<file path="src/tpw_pkg.sv">
// tpw_pkg: register map, field positions, reset values and timing figures of the pwm timing unit
// assumes a 200 MHz pclk that also serves as the pwm time tick
package tpw_pkg;
   localparam int unsigned TPW_CLK_MHZ = 200;
   localparam int unsigned TPW_TICK_NS = 5;
   localparam int unsigned TPW_TICK_CYC = (TPW_TICK_NS * TPW_CLK_MHZ + 999) / 1000;
   localparam logic [11:0] TPW_OFS_HALF_PERIOD = 12'h000;
   localparam logic [11:0] TPW_OFS_DEAD_TIME = 12'h004;
   localparam logic [11:0] TPW_OFS_MIN_PULSE = 12'h008;
   localparam logic [11:0] TPW_OFS_SYNC_WIDTH = 12'h00C;
   localparam logic [11:0] TPW_OFS_DUTY_A = 12'h010;
   localparam logic [11:0] TPW_OFS_DUTY_B = 12'h014;
   localparam logic [11:0] TPW_OFS_DUTY_C = 12'h018;
   localparam logic [11:0] TPW_OFS_SEGMENT = 12'h01C;
   localparam logic [11:0] TPW_OFS_MODE = 12'h020;
   localparam logic [11:0] TPW_OFS_STATUS = 12'h024;
   localparam logic [11:0] TPW_OFS_IRQ_STAT = 12'h028;
   localparam logic [11:0] TPW_OFS_IRQ_MASK = 12'h02C;
   localparam int unsigned TPW_MODE_DOUBLE_BIT = 6;
   localparam int unsigned TPW_STAT_HALF_BIT = 3;
   localparam int unsigned TPW_STAT_RUN_BIT = 0;
   localparam logic [7:0] TPW_SYNC_WIDTH_RST = 8'h27;
   localparam logic [15:0] TPW_HALF_PERIOD_RST = 16'h0000;
   localparam logic [9:0] TPW_DEAD_TIME_RST = 10'h000;
   localparam logic [15:0] TPW_DUTY_RST = 16'h0000;
   localparam logic [8:0] TPW_SEGMENT_RST = 9'h000;
   localparam int unsigned TPW_IRQ_W = 2;
   localparam int unsigned TPW_IRQ_SYNC = 0;
   localparam int unsigned TPW_IRQ_MID = 1;
   typedef enum logic [1:0] {
      TPW_IDLE = 2'b00,
      TPW_UP = 2'b01,
      TPW_DOWN = 2'b10
   } tpw_phase_t;
endpackage

</file>
<file path="src/tpw_cfg_if.sv">
// tpw_cfg_if: live counter, run flag and latched dead time passed from the core to each phase channel
// assumes one clock domain; the core drives, channels only read
`timescale 1ns/10ps
interface tpw_cfg_if;
   logic [15:0] count;
   logic [9:0] dead;
   logic run;
   modport core (output count, output dead, output run);
   modport chan (input count, input dead, input run);
endinterface

</file>
<file path="src/tpw_top.sv">
// tpw_top: three-phase center-based pwm timing unit with apb registers
// assumes an apb master on pclk; outputs feed an output control unit
//
// Function
// - all six pair outputs are active low: low means switch on
// - one pclk cycle is the tick for every count
// - half-period register holds ticks per half period; full period is twice
// - half-period accepts every value up to all ones
// - one 10-bit dead-time register serves all three pairs
// - off-to-on gap within a pair is twice the dead-time value
// - dead time ranges zero to 0x3FF; zero inserts none
// - mode bit 6 selects double update; reset clears it
// - single mode: one sync per period; its rise latches all config except mode and interrupt mask
// - segment control is latched on the same sync rise
// - double mode adds a midpoint sync that latches everything again
// - status bit 3 clear in first half, set in second half
// - sync pulse leaves on a pin at period or twice period rate
// - sync width is register value plus one ticks
// - sync width register resets to 0x27
// - three 16-bit duty registers steer their pairs
// - duty sets high-side on-time per half; edges shift by dead time
// - no outputs until half-period and all duties written once
//
// Local design decisions: the register offsets and the APB slave port.
`timescale 1ns/10ps
module tpw_top
(
   input wire logic pclk,
   input wire logic presetn,
   input wire logic psel,
   input wire logic penable,
   input wire logic pwrite,
   input wire logic [11:0] paddr,
   input wire logic [31:0] pwdata,
   output logic [31:0] prdata,
   output logic pready,
   output logic pslverr,
   output logic phase_a_high_out,
   output logic phase_a_low_out,
   output logic phase_b_high_out,
   output logic phase_b_low_out,
   output logic phase_c_high_out,
   output logic phase_c_low_out,
   output logic period_sync_pulse,
   output logic [8:0] segment_latched,
   output logic [15:0] min_pulse_latched,
   output logic irq
);
   import tpw_pkg::*;

   // software-side shadow registers
   logic [15:0] half_period_count_ff;
   logic [9:0] dead_time_count_ff;
   logic [15:0] min_pulse_count_ff;
   logic [7:0] sync_width_count_ff;
   logic [15:0] duty_ff [3];
   logic [8:0] output_segment_control_ff;
   logic [7:0] mode_control_reg_ff;
   logic [3:0] written_ff;
   logic [TPW_IRQ_W-1:0] irq_stat_ff;
   logic [TPW_IRQ_W-1:0] irq_mask_ff;
   // timing-side latched values
   logic [15:0] lat_period_ff;
   logic [7:0] lat_sync_ff;
   logic [15:0] lat_duty_ff [3];
   logic [15:0] cnt_ff;
   tpw_phase_t phase_ff;
   logic half_ff;
   logic [8:0] sync_cnt_ff;
   logic [31:0] prdata_ff;
   tpw_cfg_if cfg ();

   logic wr_en;
   logic rd_en;
   logic addr_ok;
   logic all_written;
   logic start_evt;
   logic mid_evt;
   logic latch_evt;
   logic [31:0] rd_val;

   // one-word decode shared by read and write paths
   function automatic logic is_reg(input logic [11:0] a, input logic [11:0] ofs);
      is_reg = (a == ofs);
   endfunction

   // zero-wait apb slave; unmapped addresses answer with pslverr
   assign pready = 1'b1;
   assign wr_en = psel && penable && pwrite;
   assign rd_en = psel && penable && !pwrite;
   assign addr_ok = (paddr <= TPW_OFS_IRQ_MASK) && (paddr[1:0] == 2'b00);
   assign pslverr = psel && penable && !addr_ok;
   assign prdata = prdata_ff;
   assign all_written = &written_ff;

   // software writes to configuration registers
   always_ff @(posedge pclk or negedge presetn)
   begin
      if (!presetn)
      begin
         half_period_count_ff <= TPW_HALF_PERIOD_RST;
         dead_time_count_ff <= TPW_DEAD_TIME_RST;
         min_pulse_count_ff <= TPW_DUTY_RST;
         sync_width_count_ff <= TPW_SYNC_WIDTH_RST;
         output_segment_control_ff <= TPW_SEGMENT_RST;
         mode_control_reg_ff <= 8'h00;
         irq_mask_ff <= '0;
      end
      else if (wr_en)
      begin
         if (is_reg(paddr, TPW_OFS_HALF_PERIOD))
         begin
            half_period_count_ff <= pwdata[15:0];
         end
         else if (is_reg(paddr, TPW_OFS_DEAD_TIME))
         begin
            dead_time_count_ff <= pwdata[9:0];
         end
         else if (is_reg(paddr, TPW_OFS_MIN_PULSE))
         begin
            min_pulse_count_ff <= pwdata[15:0];
         end
         else if (is_reg(paddr, TPW_OFS_SYNC_WIDTH))
         begin
            sync_width_count_ff <= pwdata[7:0];
         end
         else if (is_reg(paddr, TPW_OFS_SEGMENT))
         begin
            output_segment_control_ff <= pwdata[8:0];
         end
         else if (is_reg(paddr, TPW_OFS_MODE))
         begin
            mode_control_reg_ff <= pwdata[7:0];
         end
         else if (is_reg(paddr, TPW_OFS_IRQ_MASK))
         begin
            irq_mask_ff <= pwdata[TPW_IRQ_W-1:0];
         end
      end
   end

   // duty registers and first-write tracking, one per phase
   for (genvar g = 0; g < 3; g++)
   begin : g_duty
      always_ff @(posedge pclk or negedge presetn)
      begin
         if (!presetn)
         begin
            duty_ff[g] <= TPW_DUTY_RST;
            written_ff[g+1] <= 1'b0;
         end
         else if (wr_en && is_reg(paddr, TPW_OFS_DUTY_A + 12'(4 * g)))
         begin
            duty_ff[g] <= pwdata[15:0];
            written_ff[g+1] <= 1'b1;
         end
      end
   end

   // half-period write recorded; the main timer starts only once it and all three duties are written
   always_ff @(posedge pclk or negedge presetn)
   begin
      if (!presetn)
      begin
         written_ff[0] <= 1'b0;
      end
      else if (wr_en && is_reg(paddr, TPW_OFS_HALF_PERIOD))
      begin
         written_ff[0] <= 1'b1;
      end
   end

   // up/down period counter: one tick per pclk
   // turnaround values are each held for two ticks so a full period is exactly twice the count
   assign start_evt = (phase_ff == TPW_IDLE && all_written) ||
      (phase_ff == TPW_DOWN && cnt_ff == 16'h0000);
   assign mid_evt = (phase_ff == TPW_UP) && (cnt_ff >= lat_period_ff - 16'h0001);
   assign latch_evt = start_evt || (mid_evt && mode_control_reg_ff[TPW_MODE_DOUBLE_BIT]);

   always_ff @(posedge pclk or negedge presetn)
   begin
      if (!presetn)
      begin
         phase_ff <= TPW_IDLE;
         cnt_ff <= 16'h0000;
      end
      else
      begin
         case (phase_ff)
            TPW_IDLE:
            begin
               if (all_written)
               begin
                  phase_ff <= TPW_UP;
               end
               cnt_ff <= 16'h0000;
            end
            TPW_UP:
            begin
               if (mid_evt)
               begin
                  phase_ff <= TPW_DOWN;
               end
               else
               begin
                  cnt_ff <= cnt_ff + 16'h0001;
               end
            end
            TPW_DOWN:
            begin
               if (start_evt)
               begin
                  phase_ff <= TPW_UP;
                  cnt_ff <= 16'h0000;
               end
               else
               begin
                  cnt_ff <= cnt_ff - 16'h0001;
               end
            end
            default:
            begin
               phase_ff <= TPW_IDLE;
               cnt_ff <= 16'h0000;
            end
         endcase
      end
   end

   // latch shadows into the timing unit at each update point
   always_ff @(posedge pclk or negedge presetn)
   begin
      if (!presetn)
      begin
         lat_period_ff <= TPW_HALF_PERIOD_RST;
         lat_sync_ff <= TPW_SYNC_WIDTH_RST;
         cfg.dead <= TPW_DEAD_TIME_RST;
         min_pulse_latched <= TPW_DUTY_RST;
         segment_latched <= TPW_SEGMENT_RST;
         for (int i = 0; i < 3; i++)
         begin
            lat_duty_ff[i] <= TPW_DUTY_RST;
         end
      end
      else if (latch_evt)
      begin
         lat_period_ff <= half_period_count_ff;
         lat_sync_ff <= sync_width_count_ff;
         cfg.dead <= dead_time_count_ff;
         min_pulse_latched <= min_pulse_count_ff;
         segment_latched <= output_segment_control_ff;
         for (int i = 0; i < 3; i++)
         begin
            lat_duty_ff[i] <= duty_ff[i];
         end
      end
   end

   // sync pulse: width is shadow register value plus one ticks
   always_ff @(posedge pclk or negedge presetn)
   begin
      if (!presetn)
      begin
         sync_cnt_ff <= 9'h000;
         period_sync_pulse <= 1'b0;
      end
      else if (latch_evt)
      begin
         sync_cnt_ff <= {1'b0, sync_width_count_ff};
         period_sync_pulse <= 1'b1;
      end
      else if (sync_cnt_ff != 9'h000)
      begin
         sync_cnt_ff <= sync_cnt_ff - 9'h001;
      end
      else
      begin
         period_sync_pulse <= 1'b0;
      end
   end

   // half-cycle flag flips at the midpoint even in single mode
   always_ff @(posedge pclk or negedge presetn)
   begin
      if (!presetn)
      begin
         half_ff <= 1'b0;
      end
      else if (start_evt)
      begin
         half_ff <= 1'b0;
      end
      else if (mid_evt)
      begin
         half_ff <= 1'b1;
      end
   end

   // sticky interrupt status; set wins over read-clear
   always_ff @(posedge pclk or negedge presetn)
   begin
      if (!presetn)
      begin
         irq_stat_ff <= '0;
      end
      else
      begin
         for (int i = 0; i < TPW_IRQ_W; i++)
         begin
            if ((i == TPW_IRQ_SYNC && latch_evt) || (i == TPW_IRQ_MID && mid_evt))
            begin
               irq_stat_ff[i] <= 1'b1;
            end
            else if (rd_en && is_reg(paddr, TPW_OFS_IRQ_STAT))
            begin
               irq_stat_ff[i] <= 1'b0;
            end
         end
      end
   end
   assign irq = |(irq_stat_ff & irq_mask_ff);

   // read mux
   always_comb
   begin
      rd_val = 32'h00000000;
      if (is_reg(paddr, TPW_OFS_HALF_PERIOD)) rd_val = {16'h0000, half_period_count_ff};
      else if (is_reg(paddr, TPW_OFS_DEAD_TIME)) rd_val = {22'h000000, dead_time_count_ff};
      else if (is_reg(paddr, TPW_OFS_MIN_PULSE)) rd_val = {16'h0000, min_pulse_count_ff};
      else if (is_reg(paddr, TPW_OFS_SYNC_WIDTH)) rd_val = {24'h000000, sync_width_count_ff};
      else if (is_reg(paddr, TPW_OFS_DUTY_A)) rd_val = {16'h0000, duty_ff[0]};
      else if (is_reg(paddr, TPW_OFS_DUTY_B)) rd_val = {16'h0000, duty_ff[1]};
      else if (is_reg(paddr, TPW_OFS_DUTY_C)) rd_val = {16'h0000, duty_ff[2]};
      else if (is_reg(paddr, TPW_OFS_SEGMENT)) rd_val = {23'h000000, output_segment_control_ff};
      else if (is_reg(paddr, TPW_OFS_MODE)) rd_val = {24'h000000, mode_control_reg_ff};
      else if (is_reg(paddr, TPW_OFS_STATUS))
      begin
         rd_val[TPW_STAT_HALF_BIT] = half_ff;
         rd_val[TPW_STAT_RUN_BIT] = (phase_ff != TPW_IDLE);
      end
      else if (is_reg(paddr, TPW_OFS_IRQ_STAT)) rd_val = {30'h00000000, irq_stat_ff};
      else if (is_reg(paddr, TPW_OFS_IRQ_MASK)) rd_val = {30'h00000000, irq_mask_ff};
   end

   // read data registered during setup so it is valid in the access phase
   always_ff @(posedge pclk or negedge presetn)
   begin
      if (!presetn)
      begin
         prdata_ff <= 32'h00000000;
      end
      else if (psel && !penable && !pwrite)
      begin
         prdata_ff <= rd_val;
      end
   end

   assign cfg.count = cnt_ff;
   assign cfg.run = (phase_ff != TPW_IDLE);

   tpw_chan u_chan_a (.pclk(pclk), .presetn(presetn), .cfg(cfg), .duty(lat_duty_ff[0]),
      .high_n(phase_a_high_out), .low_n(phase_a_low_out));
   tpw_chan u_chan_b (.pclk(pclk), .presetn(presetn), .cfg(cfg), .duty(lat_duty_ff[1]),
      .high_n(phase_b_high_out), .low_n(phase_b_low_out));
   tpw_chan u_chan_c (.pclk(pclk), .presetn(presetn), .cfg(cfg), .duty(lat_duty_ff[2]),
      .high_n(phase_c_high_out), .low_n(phase_c_low_out));
endmodule

</file>
<file path="src/tpw_chan.sv">
// tpw_chan: one complementary active-low pair with dead time around the duty instant
// assumes the shared counter runs up then down across a period
`timescale 1ns/10ps
module tpw_chan
(
   input wire logic pclk,
   input wire logic presetn,
   tpw_cfg_if.chan cfg,
   input wire logic [15:0] duty,
   output logic high_n,
   output logic low_n
);
   import tpw_pkg::*;
   logic [16:0] on_edge;
   logic [16:0] off_edge;
   logic nxt_high_n;
   logic nxt_low_n;
   // high side on while count below duty - dead; low side on while count at or above duty + dead
   always_comb
   begin
      on_edge = {1'b0, duty} - {7'h00, cfg.dead};
      off_edge = {1'b0, duty} + {7'h00, cfg.dead};
      nxt_high_n = 1'b1;
      nxt_low_n = 1'b1;
      if (cfg.run)
      begin
         nxt_high_n = !(on_edge[16] == 1'b0 && {1'b0, cfg.count} < on_edge);
         nxt_low_n = !({1'b0, cfg.count} >= off_edge);
      end
   end
   // outputs registered; reset holds both switches off
   always_ff @(posedge pclk or negedge presetn)
   begin
      if (!presetn)
      begin
         high_n <= 1'b1;
         low_n <= 1'b1;
      end
      else
      begin
         high_n <= nxt_high_n;
         low_n <= nxt_low_n;
      end
   end
endmodule

</file>
<file path="config.mk">
export PLATFORM = sky130hd
export DESIGN_NAME = tpw_top
export DESIGN_NICKNAME = d
export VERILOG_FILES = /design/src/tpw_pkg.sv /design/src/tpw_cfg_if.sv /design/src/tpw_top.sv /design/src/tpw_chan.sv
export SDC_FILE = /design/constraint.sdc
export NUM_CORES = 1
export LEC_CHECK = 0
export ABC_AREA = 1
export BUFFER_PORTS_ARGS = -buffer_cell sky130_fd_sc_hd__buf_4
export CELL_PAD_IN_SITES_DETAIL_PLACEMENT = 1
export CELL_PAD_IN_SITES_GLOBAL_PLACEMENT = 2
export CORE_MARGIN = 2
export CORE_UTILIZATION = 37
export CTS_CLUSTER_SIZE = 30
export DETAILED_ROUTE_END_ITERATION = 6
export GPL_TIMING_DRIVEN = 0
export MAX_ROUTING_LAYER = met4
export PLACE_DENSITY_LB_ADDON = 0.1
export SYNTH_ARGS = -nofsm -noshare
export SYNTH_HDL_FRONTEND = slang
export SYNTH_HIERARCHICAL = 1
export SYNTH_SLANG_ARGS = --single-unit
export TNS_END_PERCENT = 10
</file>
<file path="constraint.sdc">
create_clock -name pclk -period 4.5 [get_ports pclk]
set_clock_uncertainty 0.05 [all_clocks]
set_input_delay 0.9 -clock pclk [delete_from_list [all_inputs] [get_ports pclk]]
set_output_delay 0.9 -clock pclk [all_outputs]
set_load 0.02 [all_outputs]
</file>
==> results.json <==
{
  "die-height_um": 231,
  "crit_path_top_delay_cell": "dfrtp_1",
  "fin_crit_sh_pct": 89.1,
  "setup_viol_count_final": 0,
  "ys_seq_area_share_pct": 35.9,
  "cp_max_fo": 10,
  "async_flop_share_pct": 100,
  "drc": 0,
  "max_slew_margin_pct": 31.0,
  "path_cells": "inv_1 -> ha_1 -> nand2_1 -> nor3_2 -> nor3b_4 -> nand4_1 -> nor3_1 -> xor2_1 -> inv_1 -> ha_1 -> nand2_1 -> inv_1 -> nand3_1 -> inv_1 -> a21oi_1 -> nand3_1 -> nand3_1 -> nand2_2 -> inv_2 -> buf_6 -> buf_2 -> o21ai_0",
  "drt_first_iter_violations": 710,
  "core_area_um2": 51100,
  "gp_congestion": 0.920,
  "synth_top_area_share_pct": 34.5,
  "cts_tree": "done",
  "netlist_area_um2": 19100,
  "vias": 17000,
  "holdCritPathClass": "input pin to asynchronous set/reset pin",
  "gr-total-overflow": 0,
  "grtUsageTotal_pct": 27.2,
  "yosys_warnings": 6,
  "ant_nets": 0,
  "postSynthCellCount": 2499,
  "arrival_ns": 4.37,
  "synth_area_leader_cell": "dfrtp_1",
  "viasPerCell": 5.09,
  "path_class": "flip-flop to flip-flop",
  "hold_violations": 0,
  "ios": 116,
  "clock.fmax_ghz": 0.249,
  "htreeDepth": 2,
  "antenna_cells": 0,
  "grt_pass1_wl_um": 107000,
  "ys_ff_latch": 273,
  "grt_pass1_vias": 18000,
  "rsz0062_at_grt": "no",
  "initial_utilization_pct": 37.3,
  "cts_buffers": 36,
  "required_ns": 4.86,
  "cp_slowest_stage_delay_ns": 0.36,
  "fp.dieW_um": 231,
  "layout-drive-gt1-share_pct": 12.9,
  "peakVddDrop_mv": 0.268,
  "cp-start-kind": "flip-flop",
  "power.density_nw_per_um2": 263,
  "yosysUniqueCellTypes": 60,
  "netlist_top_cells_area": "dfrtp_1 (35%), nand2_1 (16%), ha_1 (12%)",
  "status": "complete, no violations",
  "root_buffer": "clkbuf_16",
  "clk_pin_slew_worst_paths_ns": 0.06,
  "hpwl_um": 53200,
  "synth_area_per_cell_um2": 7.62,
  "clock_path_buffers": 3,
  "holdBufCountCts": 0,
  "grt_max_degree": 111,
  "max_cap_viol_count": 0,
  "final_nets": 2867,
  "ys.flop_type": "dfrtp_1",
  "leakage_nw": 11.2,
  "place_inst": 3278,
  "min_period_ns": 4.01,
  "post_cts_buffers": 0,
  "port_buffers": 82,
  "drt-total-wl_um": 68700,
  "worst_slew_pin_slew_ns": 1.04,
  "postLayoutCellArea_um2": 21800,
  "num_rows": 83,
  "stdcell_count": 3341,
  "dr.pass1.iters": 5,
  "antenna_found_initial": 1,
  "drv_slew": 0,
  "crit_top_cell": "inv_1",
  "wire_per_inst_um": 20.5,
  "insertion_delay_ns": 0.56,
  "cp-end-kind": "flip-flop",
  "place_area_um2": 20600,
  "dieArea_um2": 53300,
  "synth_edf_count": 0,
  "cts_sinks": 273,
  "area_growth_pct": 14.6
}
-- final timing paths --
check | startpoint | to | slack [ns] | cells after the start
max | lat_period_ff[0] | irq_stat_ff[0] | 0.49 | 22
min | presetn | cfg.count[4] | 0.32 | 1
max reg2reg | lat_period_ff[0] | irq_stat_ff[0] | 0.49 | 22
min reg2reg | written_ff[1] | written_ff[1] | 0.40 | 2
max in group asynchronous | presetn | min_pulse_latched[9] | 3.07 | 2
min in group pclk | written_ff[1] | written_ff[1] | 0.40 | 2
-- critical path, delay by kind of cell, from the launching register on --
family,cells,cell delay [ns]
xor+xnor,1,0.17
buf+inv,7,0.90
fa+ha+maj,2,0.49
simple gates,10,1.58
compound gates,2,0.31
flops,1,0.36
-- cell type report --
type,count,area (um2)
repair buffers,84,678
inverters,289,1100
clock buffers,52,1030
plain buffers,93,651
clock inverters,11,150
multi-input cells,1859,10500
flip-flops and latches,273,6840
well taps,680,851
fillers,6357,29300
-- routing by layer --
metal | global-route usage, % | vias up | part of all wire (%)
met3 | 3.25 | 126 | 3.4
met5 | - | - | 0
li1 | - | 8304 | -
met4 | 10.7 | 0 | 4.4
met2 | 43.0 | 302 | 46
met1 | 35.4 | 8278 | 46
-- repair_timing --
item                                    CTS  global route
resized for setup                         0            10
endpoints found under the setup margin    0           120
hold endpoints to repair                  0             0
-- cell usage after synthesis, types with 3 or more instances --
| master | count |
|---|---|
| nand2_4 | 5 |
| a221oi_1 | 8 |
| buf_2 | 18 |
| o21ai_0 | 189 |
| a211oi_1 | 8 |
| nor2_1 | 134 |
| inv_1 | 265 |
| nand3_4 | 3 |
| buf_6 | 20 |
| nand2_1 | 799 |
| o211ai_1 | 5 |
| xor2_1 | 90 |
| nand4_1 | 27 |
| inv_2 | 18 |
| dfrtp_1 | 263 |
| nor3_2 | 11 |
| nor2_2 | 18 |
| nor3_4 | 3 |
| buf_4 | 22 |
| nor2_4 | 6 |
| o21ai_2 | 10 |
| clkbuf_1 | 28 |
| xnor2_1 | 8 |
| fa_1 | 6 |
| o22ai_1 | 9 |
| ha_1 | 176 |
| a31oi_1 | 8 |
| nor4_1 | 6 |
| nand3_2 | 14 |
| clkbuf_8 | 4 |
| o21a_1 | 4 |
| a21oi_1 | 84 |
| nand3_1 | 114 |
| o21ai_1 | 21 |
| dfstp_2 | 10 |
| o21bai_1 | 4 |
| inv_4 | 5 |
| nor3_1 | 33 |
| nand2_2 | 16 |
-- kinds of logic (layout without fill, tap and decap cells) --
logic type	Yosys count	count (layout)	synth area share (%)
AOI/OAI and AO/OA	362	362	10.6
xor gates and xnor gates	99	99	4.59
adders and majority gates	182	182	12.2
buffers and inverters	382	529	9.14
DFF	273	273	35.9
other	2	17	0.0394
and+or+nand+nor	1199	1199	27.5
-- power by group --
part           switching, mW  internal [mW]  total, mW
registers             0.0368           2.50       2.54
logic                  0.211          0.105      0.316
clock network           1.17           1.72       2.89
-- metrics by stage --
stage                     worst slack, ns  TNS (ns)  util, %  power (mW)  hold slack, ns
final                               0.490         0     42.7        5.75           0.321
after global placement             -0.114    -19.13     40.3        2.88           0.386
after CTS                           0.119         0     42.7        5.82           0.316
after global routing              0.00976         0     42.7        5.95           0.342
after detailed placement            0.141         0     40.4        2.90           0.391
after floorplan                      1.21         0        -        2.74           0.372
-- flip-flops by register name (all words and copies together) (netlist names), 9 cells and up --
signal and flops:
cfg.count 16, cfg.dead 10, dead_time_count_ff 10, duty_ff 48, half_period_count_ff 16, lat_duty_ff 48
lat_period_ff 16, min_pulse_count_ff 16, min_pulse_latched 16, output_segment_control_ff 9, prdata 16, segment_latched 9
sync_cnt_ff 9
-- placed cells by master, fill, tap and decap left out, types with 8 or more instances in the layout --
master	netlist	layout
a211oi_1	8	8
a21oi_1	84	84
a221oi_1	8	8
a31oi_1	8	8
buf_2	18	18
buf_4	22	102
buf_6	20	21
clkbuf_1	28	35
clkbuf_16	0	36
clkbuf_8	4	11
conb_1	2	17
dfrtp_1	263	263
dfstp_2	10	10
ha_1	176	176
inv_1	265	265
inv_2	18	18
nand2_1	799	798
nand2_2	16	17
nand3_1	114	114
nand3_2	14	14
nand4_1	27	27
nor2_1	134	133
nor2_2	18	19
nor3_1	33	32
nor3_2	11	12
o21ai_0	189	189
o21ai_1	21	21
o21ai_2	10	10
o22ai_1	9	9
xnor2_1	8	8
xor2_1	90	90
(Power assumes the default switching activity.)
